[src/common/les_pkg.sv]
// Shared constants and types of the laser enable interlock sequencer.
// Assumes one 10 MHz clock and an APB slave with 32-bit data.

package les_pkg;

	// ============================================================
	// Timing
	localparam int unsigned CLK_HZ            = 10_000_000;
	localparam int unsigned RESTART_DELAY_S   = 5;
	localparam int unsigned RESTART_DELAY_CYC = RESTART_DELAY_S * CLK_HZ;
	localparam int unsigned DEBOUNCE_US       = 100;
	localparam int unsigned DEBOUNCE_CYC      = DEBOUNCE_US * (CLK_HZ / 1_000_000);
	localparam int unsigned PWM_CNT_W         = 16;

	// ============================================================
	// Register map (byte addresses)
	localparam logic [7:0] ADDR_CTRL     = 8'h00;
	localparam logic [7:0] ADDR_STATUS   = 8'h04;
	localparam logic [7:0] ADDR_IRQ_STAT = 8'h08;
	localparam logic [7:0] ADDR_IRQ_MASK = 8'h0c;
	localparam logic [7:0] ADDR_PWM_HIGH = 8'h10;
	localparam logic [7:0] ADDR_PWM_PER  = 8'h14;

	// Control fields
	localparam int unsigned CTRL_KS_BIT  = 0;
	localparam logic [31:0] CTRL_MASK    = 32'h0000_0001;
	localparam logic [31:0] CTRL_RST     = 32'h0000_0001;

	// Status fields
	localparam int unsigned STAT_PINS_LSB  = 0;
	localparam int unsigned STAT_STATE_LSB = 8;
	localparam int unsigned STAT_RF_BIT    = 12;
	localparam int unsigned STAT_READY_BIT = 13;
	localparam int unsigned STAT_SHUT_BIT  = 14;

	// Interrupt events
	localparam int unsigned IRQ_W          = 4;
	localparam int unsigned IRQ_READY      = 0;
	localparam int unsigned IRQ_IL_LOST    = 1;
	localparam int unsigned IRQ_DELAY_DONE = 2;
	localparam int unsigned IRQ_RESET_REQ  = 3;
	localparam logic [IRQ_W-1:0] IRQ_RST   = 4'h0;

	// ============================================================
	// Types
	typedef struct packed {
		logic keyswitch_on;
		logic shutter_sw_open;
		logic shutter_req;
		logic interlock;
		logic reset_req;
	} les_pins_type;

	localparam int unsigned PINS_W = $bits(les_pins_type);

	typedef struct packed {
		logic rf_enable;
		logic laser_pwm;
		logic ready;
		logic shutter_open_indication;
	} les_out_type;

	typedef enum logic [1:0] {
		ST_LATCHED = 2'b00,
		ST_HOLD    = 2'b01,
		ST_DELAY   = 2'b10,
		ST_RUN     = 2'b11
	} les_state_type;

	// Word-aligned address match
	function automatic logic addr_is(input logic [7:0] addr, input logic [7:0] off);
		addr_is = (addr[7:2] == off[7:2]);
	endfunction

endpackage

[src/core/les_debounce.sv]
// Two-flop synchroniser plus per-bit debounce filter.
// Assumes asynchronous level inputs; outputs are clean levels on pclk.

`timescale 1ns/1ps

module les_debounce #(
	parameter int unsigned WIDTH   = 5,
	parameter int unsigned DEB_CYC = 1000
) (
	input  wire logic             pclk,      // System clock
	input  wire logic             presetn,   // Async reset, active low
	input  wire logic [WIDTH-1:0] async_in,  // Raw isolated inputs
	output logic      [WIDTH-1:0] clean_out  // Debounced levels
);
	localparam int unsigned CW = $clog2(DEB_CYC + 1);
	localparam logic [CW-1:0] CNT_LAST = CW'(DEB_CYC - 1);

	logic [WIDTH-1:0] meta_reg;
	logic [WIDTH-1:0] sync_reg;
	logic [WIDTH-1:0] stable_reg;
	logic [WIDTH-1:0] stable_next;
	logic [CW-1:0]    cnt_reg  [WIDTH];
	logic [CW-1:0]    cnt_next [WIDTH];

	// ============================================================
	// Filter: a level must hold for DEB_CYC cycles to be taken
	always_comb begin
		stable_next = stable_reg;
		for (int i = 0; i < WIDTH; i++) begin
			cnt_next[i] = '0;
			if (sync_reg[i] != stable_reg[i]) begin
				if (cnt_reg[i] == CNT_LAST)
					stable_next[i] = sync_reg[i];
				else
					cnt_next[i] = cnt_reg[i] + 1'b1;
			end
		end
	end

	always_ff @(posedge pclk or negedge presetn) begin
		if (!presetn) begin
			meta_reg   <= '0;
			sync_reg   <= '0;
			stable_reg <= '0;
			for (int i = 0; i < WIDTH; i++)
				cnt_reg[i] <= '0;
		end else begin
			meta_reg   <= async_in;
			sync_reg   <= meta_reg;
			stable_reg <= stable_next;
			for (int i = 0; i < WIDTH; i++)
				cnt_reg[i] <= cnt_next[i];
		end
	end

	assign clean_out = stable_reg;

	deb_hold_a: assert property (@(posedge pclk) disable iff (!presetn)
		$changed(stable_reg) |-> $past(sync_reg) != $past(stable_reg))
		else $error("debounced level moved without a raw difference");

endmodule

[src/core/les_sequencer.sv]
// Laser enable interlock sequencer: gates RF driver power and PWM drive.
// Assumes isolated inputs arrive asynchronously; registers sit on APB.

`timescale 1ns/1ps

module les_sequencer
#(
	parameter int unsigned DELAY_CYCLES = les_pkg::RESTART_DELAY_CYC,
	parameter int unsigned DEB_CYCLES   = les_pkg::DEBOUNCE_CYC,
	parameter int unsigned PWM_W        = les_pkg::PWM_CNT_W
) (
	input  wire logic                  pclk,      // APB and core clock
	input  wire logic                  presetn,   // Async reset, active low
	input  wire logic                  psel,      // APB select
	input  wire logic                  penable,   // APB access phase
	input  wire logic                  pwrite,    // APB write
	input  wire logic [7:0]            paddr,     // APB byte address
	input  wire logic [31:0]           pwdata,    // APB write data
	output logic      [31:0]           prdata,    // APB read data
	output logic                       pready,    // APB ready
	output logic                       pslverr,   // APB error, unmapped
	input  wire les_pkg::les_pins_type pins_in,   // Isolated control inputs
	input  wire logic                  pwm_in,    // PWM power command
	output les_pkg::les_out_type       laser_out, // Drive and status
	output logic                       irq        // Level interrupt
);
	import les_pkg::*;

	localparam int unsigned DW = $clog2(DELAY_CYCLES + 1);
	localparam logic [DW-1:0] DELAY_LAST = DW'(DELAY_CYCLES - 1);
	localparam logic [PWM_W-1:0] PWM_ONE = PWM_W'(1);

	function automatic logic [PWM_W-1:0] sat_inc(input logic [PWM_W-1:0] v);
		sat_inc = (&v) ? v : v + PWM_ONE;
	endfunction

	// ============================================================
	// Input conditioning
	logic [PINS_W-1:0] pins_clean;
	les_pins_type      pin;
	les_pins_type      prev_reg;

	les_debounce #(
		.WIDTH   (PINS_W),
		.DEB_CYC (DEB_CYCLES)
	) u_debounce (
		.pclk      (pclk),
		.presetn   (presetn),
		.async_in  (pins_in),
		.clean_out (pins_clean)
	);

	assign pin = les_pins_type'(pins_clean);

	logic pwm_meta_reg;
	logic pwm_sync_reg;
	logic pwm_prev_reg;

	// ============================================================
	// Sequencer state
	les_state_type  state_reg;
	les_state_type  state_next;
	logic [DW-1:0]  delay_cnt_reg;
	logic [DW-1:0]  delay_cnt_next;
	les_out_type    out_reg;
	les_out_type    out_next;
	logic [31:0]    ctrl_reg;
	logic           ks;
	logic           shutter_ok;
	logic           ks_rise;
	logic           il_fall;
	logic [IRQ_W-1:0] events;

	always_comb begin
		ks         = ctrl_reg[CTRL_KS_BIT];
		ks_rise    = pin.keyswitch_on & ~prev_reg.keyswitch_on;
		il_fall    = ~pin.interlock & prev_reg.interlock;
		state_next = state_reg;
		shutter_ok = pin.shutter_req & (~ks | pin.shutter_sw_open);
		if (pin.reset_req) begin
			state_next = ST_HOLD;
		end else begin
			case (state_reg)
				ST_HOLD: begin
					if (!ks)
						state_next = ST_RUN;
					else if (pin.keyswitch_on && pin.interlock)
						state_next = ST_DELAY;
					else
						state_next = ST_LATCHED;
				end
				ST_LATCHED: begin
					if (!ks)
						state_next = ST_RUN;
					else if (ks_rise && pin.interlock)
						state_next = ST_DELAY;
				end
				ST_DELAY: begin
					if (!ks)
						state_next = ST_RUN;
					else if (!pin.interlock || !pin.keyswitch_on)
						state_next = ST_LATCHED;
					else if (delay_cnt_reg == DELAY_LAST)
						state_next = ST_RUN;
				end
				ST_RUN: begin
					if (ks && (!pin.interlock || !pin.keyswitch_on))
						state_next = ST_LATCHED;
				end
				default: state_next = ST_LATCHED;
			endcase
		end
		delay_cnt_next = (state_reg == ST_DELAY) ? delay_cnt_reg + 1'b1 : '0;
		out_next.rf_enable = (state_reg == ST_RUN) & ~pin.reset_req & pin.interlock
			& shutter_ok & (~ks | pin.keyswitch_on);
		out_next.laser_pwm = out_next.rf_enable & pwm_sync_reg;
		out_next.ready = (state_next == ST_DELAY) | (state_next == ST_RUN);
		out_next.shutter_open_indication = shutter_ok;
		events = '0;
		events[IRQ_READY]      = out_next.ready & ~out_reg.ready;
		events[IRQ_IL_LOST]    = il_fall;
		events[IRQ_DELAY_DONE] = (state_reg == ST_DELAY) & (state_next == ST_RUN);
		events[IRQ_RESET_REQ]  = pin.reset_req & ~prev_reg.reset_req;
	end

	always_ff @(posedge pclk or negedge presetn) begin
		if (!presetn) begin
			state_reg     <= ST_LATCHED;
			delay_cnt_reg <= '0;
			out_reg       <= '0;
			prev_reg      <= '0;
		end else begin
			state_reg     <= state_next;
			delay_cnt_reg <= delay_cnt_next;
			out_reg       <= out_next;
			prev_reg      <= pin;
		end
	end

	assign laser_out = out_reg;

	// ============================================================
	// PWM duty measurement
	// Only a synchroniser here: debouncing would eat short pulses at 160 kHz
	logic [PWM_W-1:0] hi_cnt_reg;
	logic [PWM_W-1:0] hi_cnt_next;
	logic [PWM_W-1:0] per_cnt_reg;
	logic [PWM_W-1:0] per_cnt_next;
	logic [PWM_W-1:0] pwm_high_reg;
	logic [PWM_W-1:0] pwm_high_next;
	logic [PWM_W-1:0] pwm_per_reg;
	logic [PWM_W-1:0] pwm_per_next;

	always_comb begin
		pwm_high_next = pwm_high_reg;
		pwm_per_next  = pwm_per_reg;
		if (pwm_sync_reg && !pwm_prev_reg) begin
			pwm_high_next = hi_cnt_reg;
			pwm_per_next  = per_cnt_reg;
			hi_cnt_next   = PWM_ONE;
			per_cnt_next  = PWM_ONE;
		end else begin
			hi_cnt_next   = pwm_sync_reg ? sat_inc(hi_cnt_reg) : hi_cnt_reg;
			per_cnt_next  = sat_inc(per_cnt_reg);
		end
	end

	always_ff @(posedge pclk or negedge presetn) begin
		if (!presetn) begin
			pwm_meta_reg <= 1'b0;
			pwm_sync_reg <= 1'b0;
			pwm_prev_reg <= 1'b0;
			hi_cnt_reg   <= '0;
			per_cnt_reg  <= '0;
			pwm_high_reg <= '0;
			pwm_per_reg  <= '0;
		end else begin
			pwm_meta_reg <= pwm_in;
			pwm_sync_reg <= pwm_meta_reg;
			pwm_prev_reg <= pwm_sync_reg;
			hi_cnt_reg   <= hi_cnt_next;
			per_cnt_reg  <= per_cnt_next;
			pwm_high_reg <= pwm_high_next;
			pwm_per_reg  <= pwm_per_next;
		end
	end

	// ============================================================
	// APB slave and interrupts
	// Zero wait states: the answer is registered in setup, ready in access
	logic [31:0]      ctrl_next;
	logic [IRQ_W-1:0] irq_stat_reg;
	logic [IRQ_W-1:0] irq_stat_next;
	logic [IRQ_W-1:0] irq_mask_reg;
	logic [IRQ_W-1:0] irq_mask_next;
	logic [31:0]      prdata_reg;
	logic [31:0]      prdata_next;
	logic             pready_reg;
	logic             pready_next;
	logic             pslverr_reg;
	logic             pslverr_next;
	logic             irq_reg;
	logic             irq_next;
	logic             setup;
	logic             wr;
	logic             rd;
	logic             hit;
	logic [31:0]      status_word;

	always_comb begin
		setup = psel & ~penable;
		wr    = psel & penable & pready_reg & pwrite;
		rd    = psel & penable & pready_reg & ~pwrite;
		status_word = '0;
		status_word[STAT_PINS_LSB +: PINS_W] = pins_clean;
		status_word[STAT_STATE_LSB +: $bits(les_state_type)] = state_reg;
		status_word[STAT_RF_BIT]             = out_reg.rf_enable;
		status_word[STAT_READY_BIT]          = out_reg.ready;
		status_word[STAT_SHUT_BIT]           = out_reg.shutter_open_indication;
		ctrl_next     = ctrl_reg;
		irq_mask_next = irq_mask_reg;
		if (wr && addr_is(paddr, ADDR_CTRL))
			ctrl_next = pwdata & CTRL_MASK;
		if (wr && addr_is(paddr, ADDR_IRQ_MASK))
			irq_mask_next = pwdata[IRQ_W-1:0];
		// Clear only what was returned, so an event during the access survives
		irq_stat_next = irq_stat_reg;
		if (rd && addr_is(paddr, ADDR_IRQ_STAT))
			irq_stat_next = irq_stat_reg & ~prdata_reg[IRQ_W-1:0];
		irq_stat_next = irq_stat_next | events;
		irq_next      = |(irq_stat_next & irq_mask_next);
		hit         = 1'b1;
		prdata_next = '0;
		if (addr_is(paddr, ADDR_CTRL))
			prdata_next = ctrl_reg;
		else if (addr_is(paddr, ADDR_STATUS))
			prdata_next = status_word;
		else if (addr_is(paddr, ADDR_IRQ_STAT))
			prdata_next[IRQ_W-1:0] = irq_stat_reg;
		else if (addr_is(paddr, ADDR_IRQ_MASK))
			prdata_next[IRQ_W-1:0] = irq_mask_reg;
		else if (addr_is(paddr, ADDR_PWM_HIGH))
			prdata_next[PWM_W-1:0] = pwm_high_reg;
		else if (addr_is(paddr, ADDR_PWM_PER))
			prdata_next[PWM_W-1:0] = pwm_per_reg;
		else
			hit = 1'b0;
		if (!setup || pwrite)
			prdata_next = setup ? '0 : prdata_reg;
		pready_next  = setup;
		pslverr_next = setup & ~hit;
	end

	always_ff @(posedge pclk or negedge presetn) begin
		if (!presetn) begin
			ctrl_reg     <= CTRL_RST;
			irq_stat_reg <= IRQ_RST;
			irq_mask_reg <= IRQ_RST;
			prdata_reg   <= '0;
			pready_reg   <= 1'b0;
			pslverr_reg  <= 1'b0;
			irq_reg      <= 1'b0;
		end else begin
			ctrl_reg     <= ctrl_next;
			irq_stat_reg <= irq_stat_next;
			irq_mask_reg <= irq_mask_next;
			prdata_reg   <= prdata_next;
			pready_reg   <= pready_next;
			pslverr_reg  <= pslverr_next;
			irq_reg      <= irq_next;
		end
	end

	assign prdata  = prdata_reg;
	assign pready  = pready_reg;
	assign pslverr = pslverr_reg;
	assign irq     = irq_reg;

	// ============================================================
	// Assertions
	// held request disables
	hold_off_a: assert property (@(posedge pclk) disable iff (!presetn)
		pin.reset_req |-> ##1 (!out_reg.rf_enable && !out_reg.laser_pwm))
		else $error("laser enabled while reset request held");
	ready_set_a: assert property (@(posedge pclk) disable iff (!presetn)
		($fell(pin.reset_req) && (!ks || (pin.keyswitch_on && pin.interlock)))
		|-> ##1 out_reg.ready)
		else $error("ready not set after request release");
	delay_gate_a: assert property (@(posedge pclk) disable iff (!presetn)
		(state_reg == ST_DELAY) |-> ##1 !out_reg.rf_enable)
		else $error("emission during restart delay");
	req_release_a: assert property (@(posedge pclk) disable iff (!presetn)
		out_reg.rf_enable |-> !$past(pin.reset_req))
		else $error("rf power on while request was active");
	delay_end_a: assert property (@(posedge pclk) disable iff (!presetn)
		(state_reg == ST_DELAY && delay_cnt_reg == DELAY_LAST && !pin.reset_req
		&& pin.interlock && pin.keyswitch_on) |-> ##1 (state_reg == ST_RUN))
		else $error("delay expiry did not enable run");
	il_off_a: assert property (@(posedge pclk) disable iff (!presetn)
		!pin.interlock |-> ##1 !out_reg.rf_enable)
		else $error("rf power on without interlock");
	il_latch_a: assert property (@(posedge pclk) disable iff (!presetn)
		(ks && $fell(pin.interlock) && !pin.reset_req
		&& (state_reg == ST_RUN || state_reg == ST_DELAY)) |-> ##1 (state_reg == ST_LATCHED))
		else $error("interlock drop not latched");
	oem_return_a: assert property (@(posedge pclk) disable iff (!presetn)
		(!ks && state_reg == ST_RUN && $rose(pin.interlock) && shutter_ok
		&& !pin.reset_req) |-> ##1 out_reg.rf_enable)
		else $error("OEM did not enable on interlock return");
	pwm_follow_a: assert property (@(posedge pclk) disable iff (!presetn)
		out_reg.rf_enable |-> (out_reg.laser_pwm == $past(pwm_sync_reg)))
		else $error("laser drive does not follow pwm command");
	shut_off_a: assert property (@(posedge pclk) disable iff (!presetn)
		!shutter_ok |-> ##1 (!out_reg.rf_enable && !out_reg.shutter_open_indication))
		else $error("emission with shutter closed");
	both_ok_a: assert property (@(posedge pclk) disable iff (!presetn)
		out_reg.rf_enable |-> ($past(out_reg.ready) && $past(shutter_ok)))
		else $error("rf power without ready and shutter");
	cnt_restart_a: assert property (@(posedge pclk) disable iff (!presetn)
		$rose(state_reg == ST_DELAY) |-> (delay_cnt_reg == '0))
		else $error("restart delay counter not cleared");

endmodule

[config.mk]
export PLATFORM = sky130hd
export DESIGN_NAME = les_sequencer
export DESIGN_NICKNAME = d
export VERILOG_FILES = /design/src/common/les_pkg.sv /design/src/core/les_debounce.sv /design/src/core/les_sequencer.sv
export SDC_FILE = /design/constraint.sdc
export NUM_CORES = 1
export LEC_CHECK = 0
export BUFFER_PORTS_ARGS = -buffer_cell sky130_fd_sc_hd__buf_4
export CORE_UTILIZATION = 52
export DETAILED_ROUTE_END_ITERATION = 8
export PLACE_DENSITY = 0.75
export SLEW_MARGIN = 20
export SYNTH_ARGS = -nofsm -noshare
export SYNTH_HDL_FRONTEND = slang
export SYNTH_SLANG_ARGS = --single-unit
[constraint.sdc]
create_clock -name pclk -period 3.65 [get_ports pclk]
set_input_delay 0.5475 -clock pclk [delete_from_list [all_inputs] [get_ports pclk]]
set_output_delay 0.5475 -clock pclk [all_outputs]
set_load 0.01 [all_outputs]
# Word-level counts from Yosys, hierarchy flattened
# Cells that the tools add are included.
# op_classes
n_addsub,8
n_eq_ne,24
n_mux,44
bitwise_logic,33
n_reduce_logical,25
# op_table
cell,n
$mux W16,9
$mux W10,10
$mux W32,2
$add A10 B1 Y10 const B,5
$eq A10 B10 Y1 const B,5
$add A16 B1 Y16 const B,2
$reduce_and A16 Y1,2
$add A26 B1 Y26 const B,1
$eq A26 B26 Y1 const B,1
$mux W26,1
$mux W12,2
$mux W2,9
$and A1 B1 Y1,17
$mux W4,4
$eq A6 B2 Y1 const B,2
$eq A6 B3 Y1 const B,2
$reduce_and A2 Y1,6
$not A1 Y1,9
$and A4 B4 Y4,2
$eq A2 B2 Y1 const B,4
$pmux W2 S4,1
$logic_and A1 B1 Y1,7
$eq A6 B1 Y1 const B,1
$logic_not A6 Y1,1
other kinds (12),29
# totals
ff_bits,211
inputBits,51
out_inout_bits,39
elab_cells,169

# Longest topological paths before layout
# logic_depth
word_depth,13
depth_mapped,7
ltp_nobuf,6

# Cells and area by module
# Synthesis repeated with hierarchy kept, for this count alone.
# unflattened
hier_cells,945
hier_area_um2,9176.3
# by_module_without_submodules
module,n_inst,cells_per_inst,area_per_inst_um2,seq_area_each_um2
les_sequencer,1,649,6159.7,3254.4
les_debounce,1,296,3016.6,1626.6

# Least setup slack after synthesis
# No wires, ideal clock.
# synth_timing
path_type,in2reg
start,input port paddr[5]
end,register irq_reg (netlist: irq)
setup_time_ns,0.129
t_arrival_ns,1.812
required_ns,3.521
slack_ns,1.710
cell_stages,6
n_path_buf,1
cell_sequence,nor3_1 clkbuf_1 nand3_1 o21ai_0 a21boi_0 a2111o_1
# synth_via
elab_chain_len,6
word_cells_on_any_way,9
cone_classes,eq/ne (2); mux (2); bitwise (2); reduce/logical (3)
# synth_rtl
item,line_no,source
from (decl),les_sequencer.sv:17,"input wire logic [7:0] paddr,"
$eq A6 B2 Y1,les_pkg.sv:72,addr_is = (addr[7:2] == off[7:2]);
$logic_and A1 B1 Y1,les_sequencer.sv:228,"if (rd && addr_is(paddr, ADDR_IRQ_STAT))"
$mux W4,les_sequencer.sv:228,
$or A4 B4 Y4,les_sequencer.sv:230,irq_stat_next = irq_stat_next | events;
$and A4 B4 Y4 (*),les_sequencer.sv:231,irq_next = |(irq_stat_next & irq_mask_next);
$reduce_or A4 Y1 (*),les_sequencer.sv:231,
named net irq_next,les_sequencer.sv:203,logic irq_next;
to (signal assigned),les_sequencer.sv:270,irq_reg <= irq_next;
to (decl),les_sequencer.sv:202,logic irq_reg;
# The timed path passes the listed nets; every way through them passes the cells marked *.
# A chain may end at the register's enable or synchronous reset.

# Worst setup path after layout
# layout_timing
start,register per_cnt_reg[0]
end,register per_cnt_reg[11]
# layout_via
elab_chain_len,3
word_cells_on_any_way,5
cone_classes,add/sub (1); eq/ne (1); mux (2); reduce/logical (1)
# layout_rtl
item,line_no,source
from (decl),les_sequencer.sv:147,logic [PWM_W-1:0] per_cnt_reg;
from (signal assigned),les_sequencer.sv:182,per_cnt_reg <= per_cnt_next;
$add A16 B1 Y16,les_sequencer.sv:34,sat_inc = (&v) ? v : v + PWM_ONE;
$mux W16,les_sequencer.sv:34,
$mux W16,les_sequencer.sv:157,if (pwm_sync_reg && !pwm_prev_reg) begin
# Several ways; a longest one is shown, not always the timed one. The select of a mux whose other input is x is not followed.

==> run_results.csv <==
group,metric,value,unit
routing,drtPass1Iterations,5,
routing,viasPerCell,5.47,
critical_path,cp_slowest_cell,"a211oi_2",
clock_network,cts_setup_buffers,0,
critical_path,path_max_fanout,8,
synth,ys.warnings.count,0,
synth,syn_area,8970,um2
global_routing,grt_pass1_wl,30.5,mm
sta,setup_tns,0,ps
routing,drc_errors,0,
sta,timing_hold_violations_final,0,
sta,rsz0062_at_grt,"no",
synth,synth_edf_count,0,
die,row_count,47,
routing,ant_nets,0,
clock_network,cts_root_buffer,"clkbuf_16",
min_path,min_path_type,"in -> async",
synth,synth_cell_type_count,67,
run_status,run_status,"finished clean",
global_routing,overflow,0,
global_routing,track_usage,21.7,%
critical_path,regToRegSetupSlack,1570,ps
final_layout,nets,1014,
clock_network,cts_resized,0,
clock_network,numCtsBuffers,17,
critical_path,crit-reg2reg-launch,"per_cnt_reg[0]$_DFFE_PN0P_",
clock_network,cts_buffer_depth,2,
critical_path,reg2regPathDepth,6,
final_layout,drive_gt1_share,12.2,%
power,power_density,443,nW/um2
global_routing,grt_max_degree,94,
final_layout,n_antenna_cell,0,
critical_path,critPathTopFamily,"compound AO/OA/AOI/OAI gates",
place,dp.cells,1156,
die,io_pins,90,
power,ir_drop,0.000466,V
critical_path,crit_chain,"ha_1 > nand4_1 > nor3_2 > a211oi_2 > a31oi_1 > a41o_1",
clock_network,clock_latency,430,ps
power,cellLeakagePower,4.55,nW
critical_path,cp-start-kind,"flop",
synth,synth_flop_cell,"dfrtp_1",
critical_path,crit_path_start,"per_cnt_reg[0]$_DFFE_PN0P_",
die,chipWidth,133,um
routing,wl_per_cell,15.0,um
routing,wl,17.8,mm
die,start_util,53.7,%
synth,async_flop_share,100,%
synth,seq_area_frac_synth,54.4,%
global_routing,grt_pass1_vias,6267,
clock_network,cts.clk_slew.worst_paths,70,ps
die,dieArea,17800,um2
place,portBuffers,43,
place,dp_hpwl,12.2,mm
sta,finalSetupViolCount,0,
sta,slew_violations,0,
place,placed_area,9470,um2
critical_path,worstPathArrival,2400,ps
die,core,16700,um2
synth,syn-instance-count,913,
critical_path,setup.worst_path.end_class,"flop",
critical_path,cp.required,3970,ps
place,gp_congestion,0.825,
clock_network,clkSinkCount,195,
final_layout,largest_register_ffs,50,
synth,ys_seq_elements,195,
sta,min_period,2080,ps
sta,tightest_slew,881,ps
clock_network,postCtsHoldBufs,0,
sta,fmax,480,MHz
sta,post-route-period-util,57.1,%
global_routing,antenna_found_initial,0,
critical_path,max_stage_delay,540,ps
routing,via_count,6499,
sta,fin_skew,7.87,ps
clock_network,htree_levels,4,
final_layout,syn2layout_area_growth,12.1,%
critical_path,rr_endpoint,"per_cnt_reg[11]$_DFFE_PN0P_",
clock_network,tritoncts,"built",
final_layout,final_area,10100,um2
die,die_h,133,um
final_layout,fin_cells,1188,
critical_path,crit_buf_inv,0,
run,max_cap_violations,0,
routing,drt_iter0_markers,414,
sta,slew-limit-headroom,41.1,%
critical_path,critical_path_class,"reg -> reg",
synth,syn_avg_cell_area,9.83,um2
## cells by family (layout without fill, tap and decap cells)
kind of cell,Yosys count,count (layout),synth area share [%]
other cells,1,16,0.0418
buf+inv,72,112,3.81
fa+ha+maj,8,8,1.12
simple gates,428,428,22.7
xor+xnor,79,79,7.71
compound gates,114,114,8.17
flops,195,195,54.4
mux,16,16,2.06
## stage by stage
| step | hold slack, ps | worst slack [ps] | utilization, % | power, mW |
|---|---|---|---|---|
| 3_3_place_gp | 333 | 1320 | 56.7 | 2.62 |
| 5_1_grt | 195 | 1390 | 60.2 | 4.64 |
| 2_1_floorplan | 252 | 1710 | - | 2.51 |
| 4_1_cts | 199 | 1570 | 60.2 | 4.51 |
| 6_report | 166 | 1570 | 60.2 | 4.46 |
| 3_5_place_dp | 336 | 1320 | 56.7 | 2.62 |
## cells in the mapped netlist, drive strengths merged, types with 10 or more instances
cell type / instances / share of area, %
a21oi: 21 / 1.2
clkbuf: 19 / 0.79
dfrtp: 194 / 54
xor2: 26 / 2.5
nand2: 162 / 6.8
and2: 11 / 0.77
and3: 17 / 1.2
buf: 23 / 1.8
nor3: 27 / 1.9
nand4: 17 / 1.3
nor2: 111 / 4.7
inv: 30 / 1.3
mux2: 10 / 1.3
nand3: 36 / 2.1
o21ai: 45 / 2.5
xnor2: 53 / 5.2
## final cells by class
| cell class | instances | area (um2) |
|---|---|---|
| clock buffer | 21 | 470 |
| tap | 220 | 275 |
| fill | 1398 | 6640 |
| multi-input combinational | 661 | 3810 |
| inverter | 30 | 113 |
| timing repair buffer | 50 | 382 |
| clock inverter | 11 | 126 |
| sequential | 195 | 4880 |
## layer usage
layer	vias to the layer above	global-route usage, %	share of wire (%)
met4	0	7.26	2.1
met5	-	0	0
met1	3192	31.2	48
met3	33	4.60	4.1
met2	118	32.8	45
li1	3156	-	-
## worst max-delay path by stage
| stage | endpoint | cells after the start |
|---|---|---|
| floorplan | irq$_DFF_PN0_ | 6 |
| global placement | prdata[8]$_DFFE_PN0P_ | 6 |
| detailed placement | prdata[8]$_DFFE_PN0P_ | 6 |
| CTS | per_cnt_reg[11]$_DFFE_PN0P_ | 6 |
| global route | irq$_DFF_PN0_ | 5 |
| finish | per_cnt_reg[11]$_DFFE_PN0P_ | 6 |
## power breakdown
part / switching (mW) / internal, mW
registers: 0.0731 / 2.24
logic: 0.173 / 0.0965
clock network: 0.812 / 1.07
total: 1.06 / 3.40
## placed cells by master, fill, tap and decap left out, types with 4 or more instances in the layout
cell	Yosys	routed
and2_1	11	11
or2_2	4	4
a21oi_1	21	21
dfrtp_1	194	194
mux2i_1	5	5
nand2b_1	8	8
ha_1	8	8
mux2_2	10	10
nor3b_1	4	4
a31oi_1	8	8
or4_1	6	6
nand4_1	16	16
nor2_1	110	109
clkinvlp_4	0	4
a211oi_1	5	5
xnor2_1	53	53
or3_1	7	7
nor3_1	22	22
xor2_1	26	26
inv_1	30	30
nand3_1	35	35
clkbuf_8	0	4
o21ai_0	45	45
a22oi_1	6	6
a31o_2	4	4
a22o_1	5	5
conb_1	1	16
and3_1	16	16
clkbuf_16	0	17
nand2_1	162	162
buf_4	16	49
nor3_2	4	4
No activity file was read; power rests on OpenSTA's default activity.
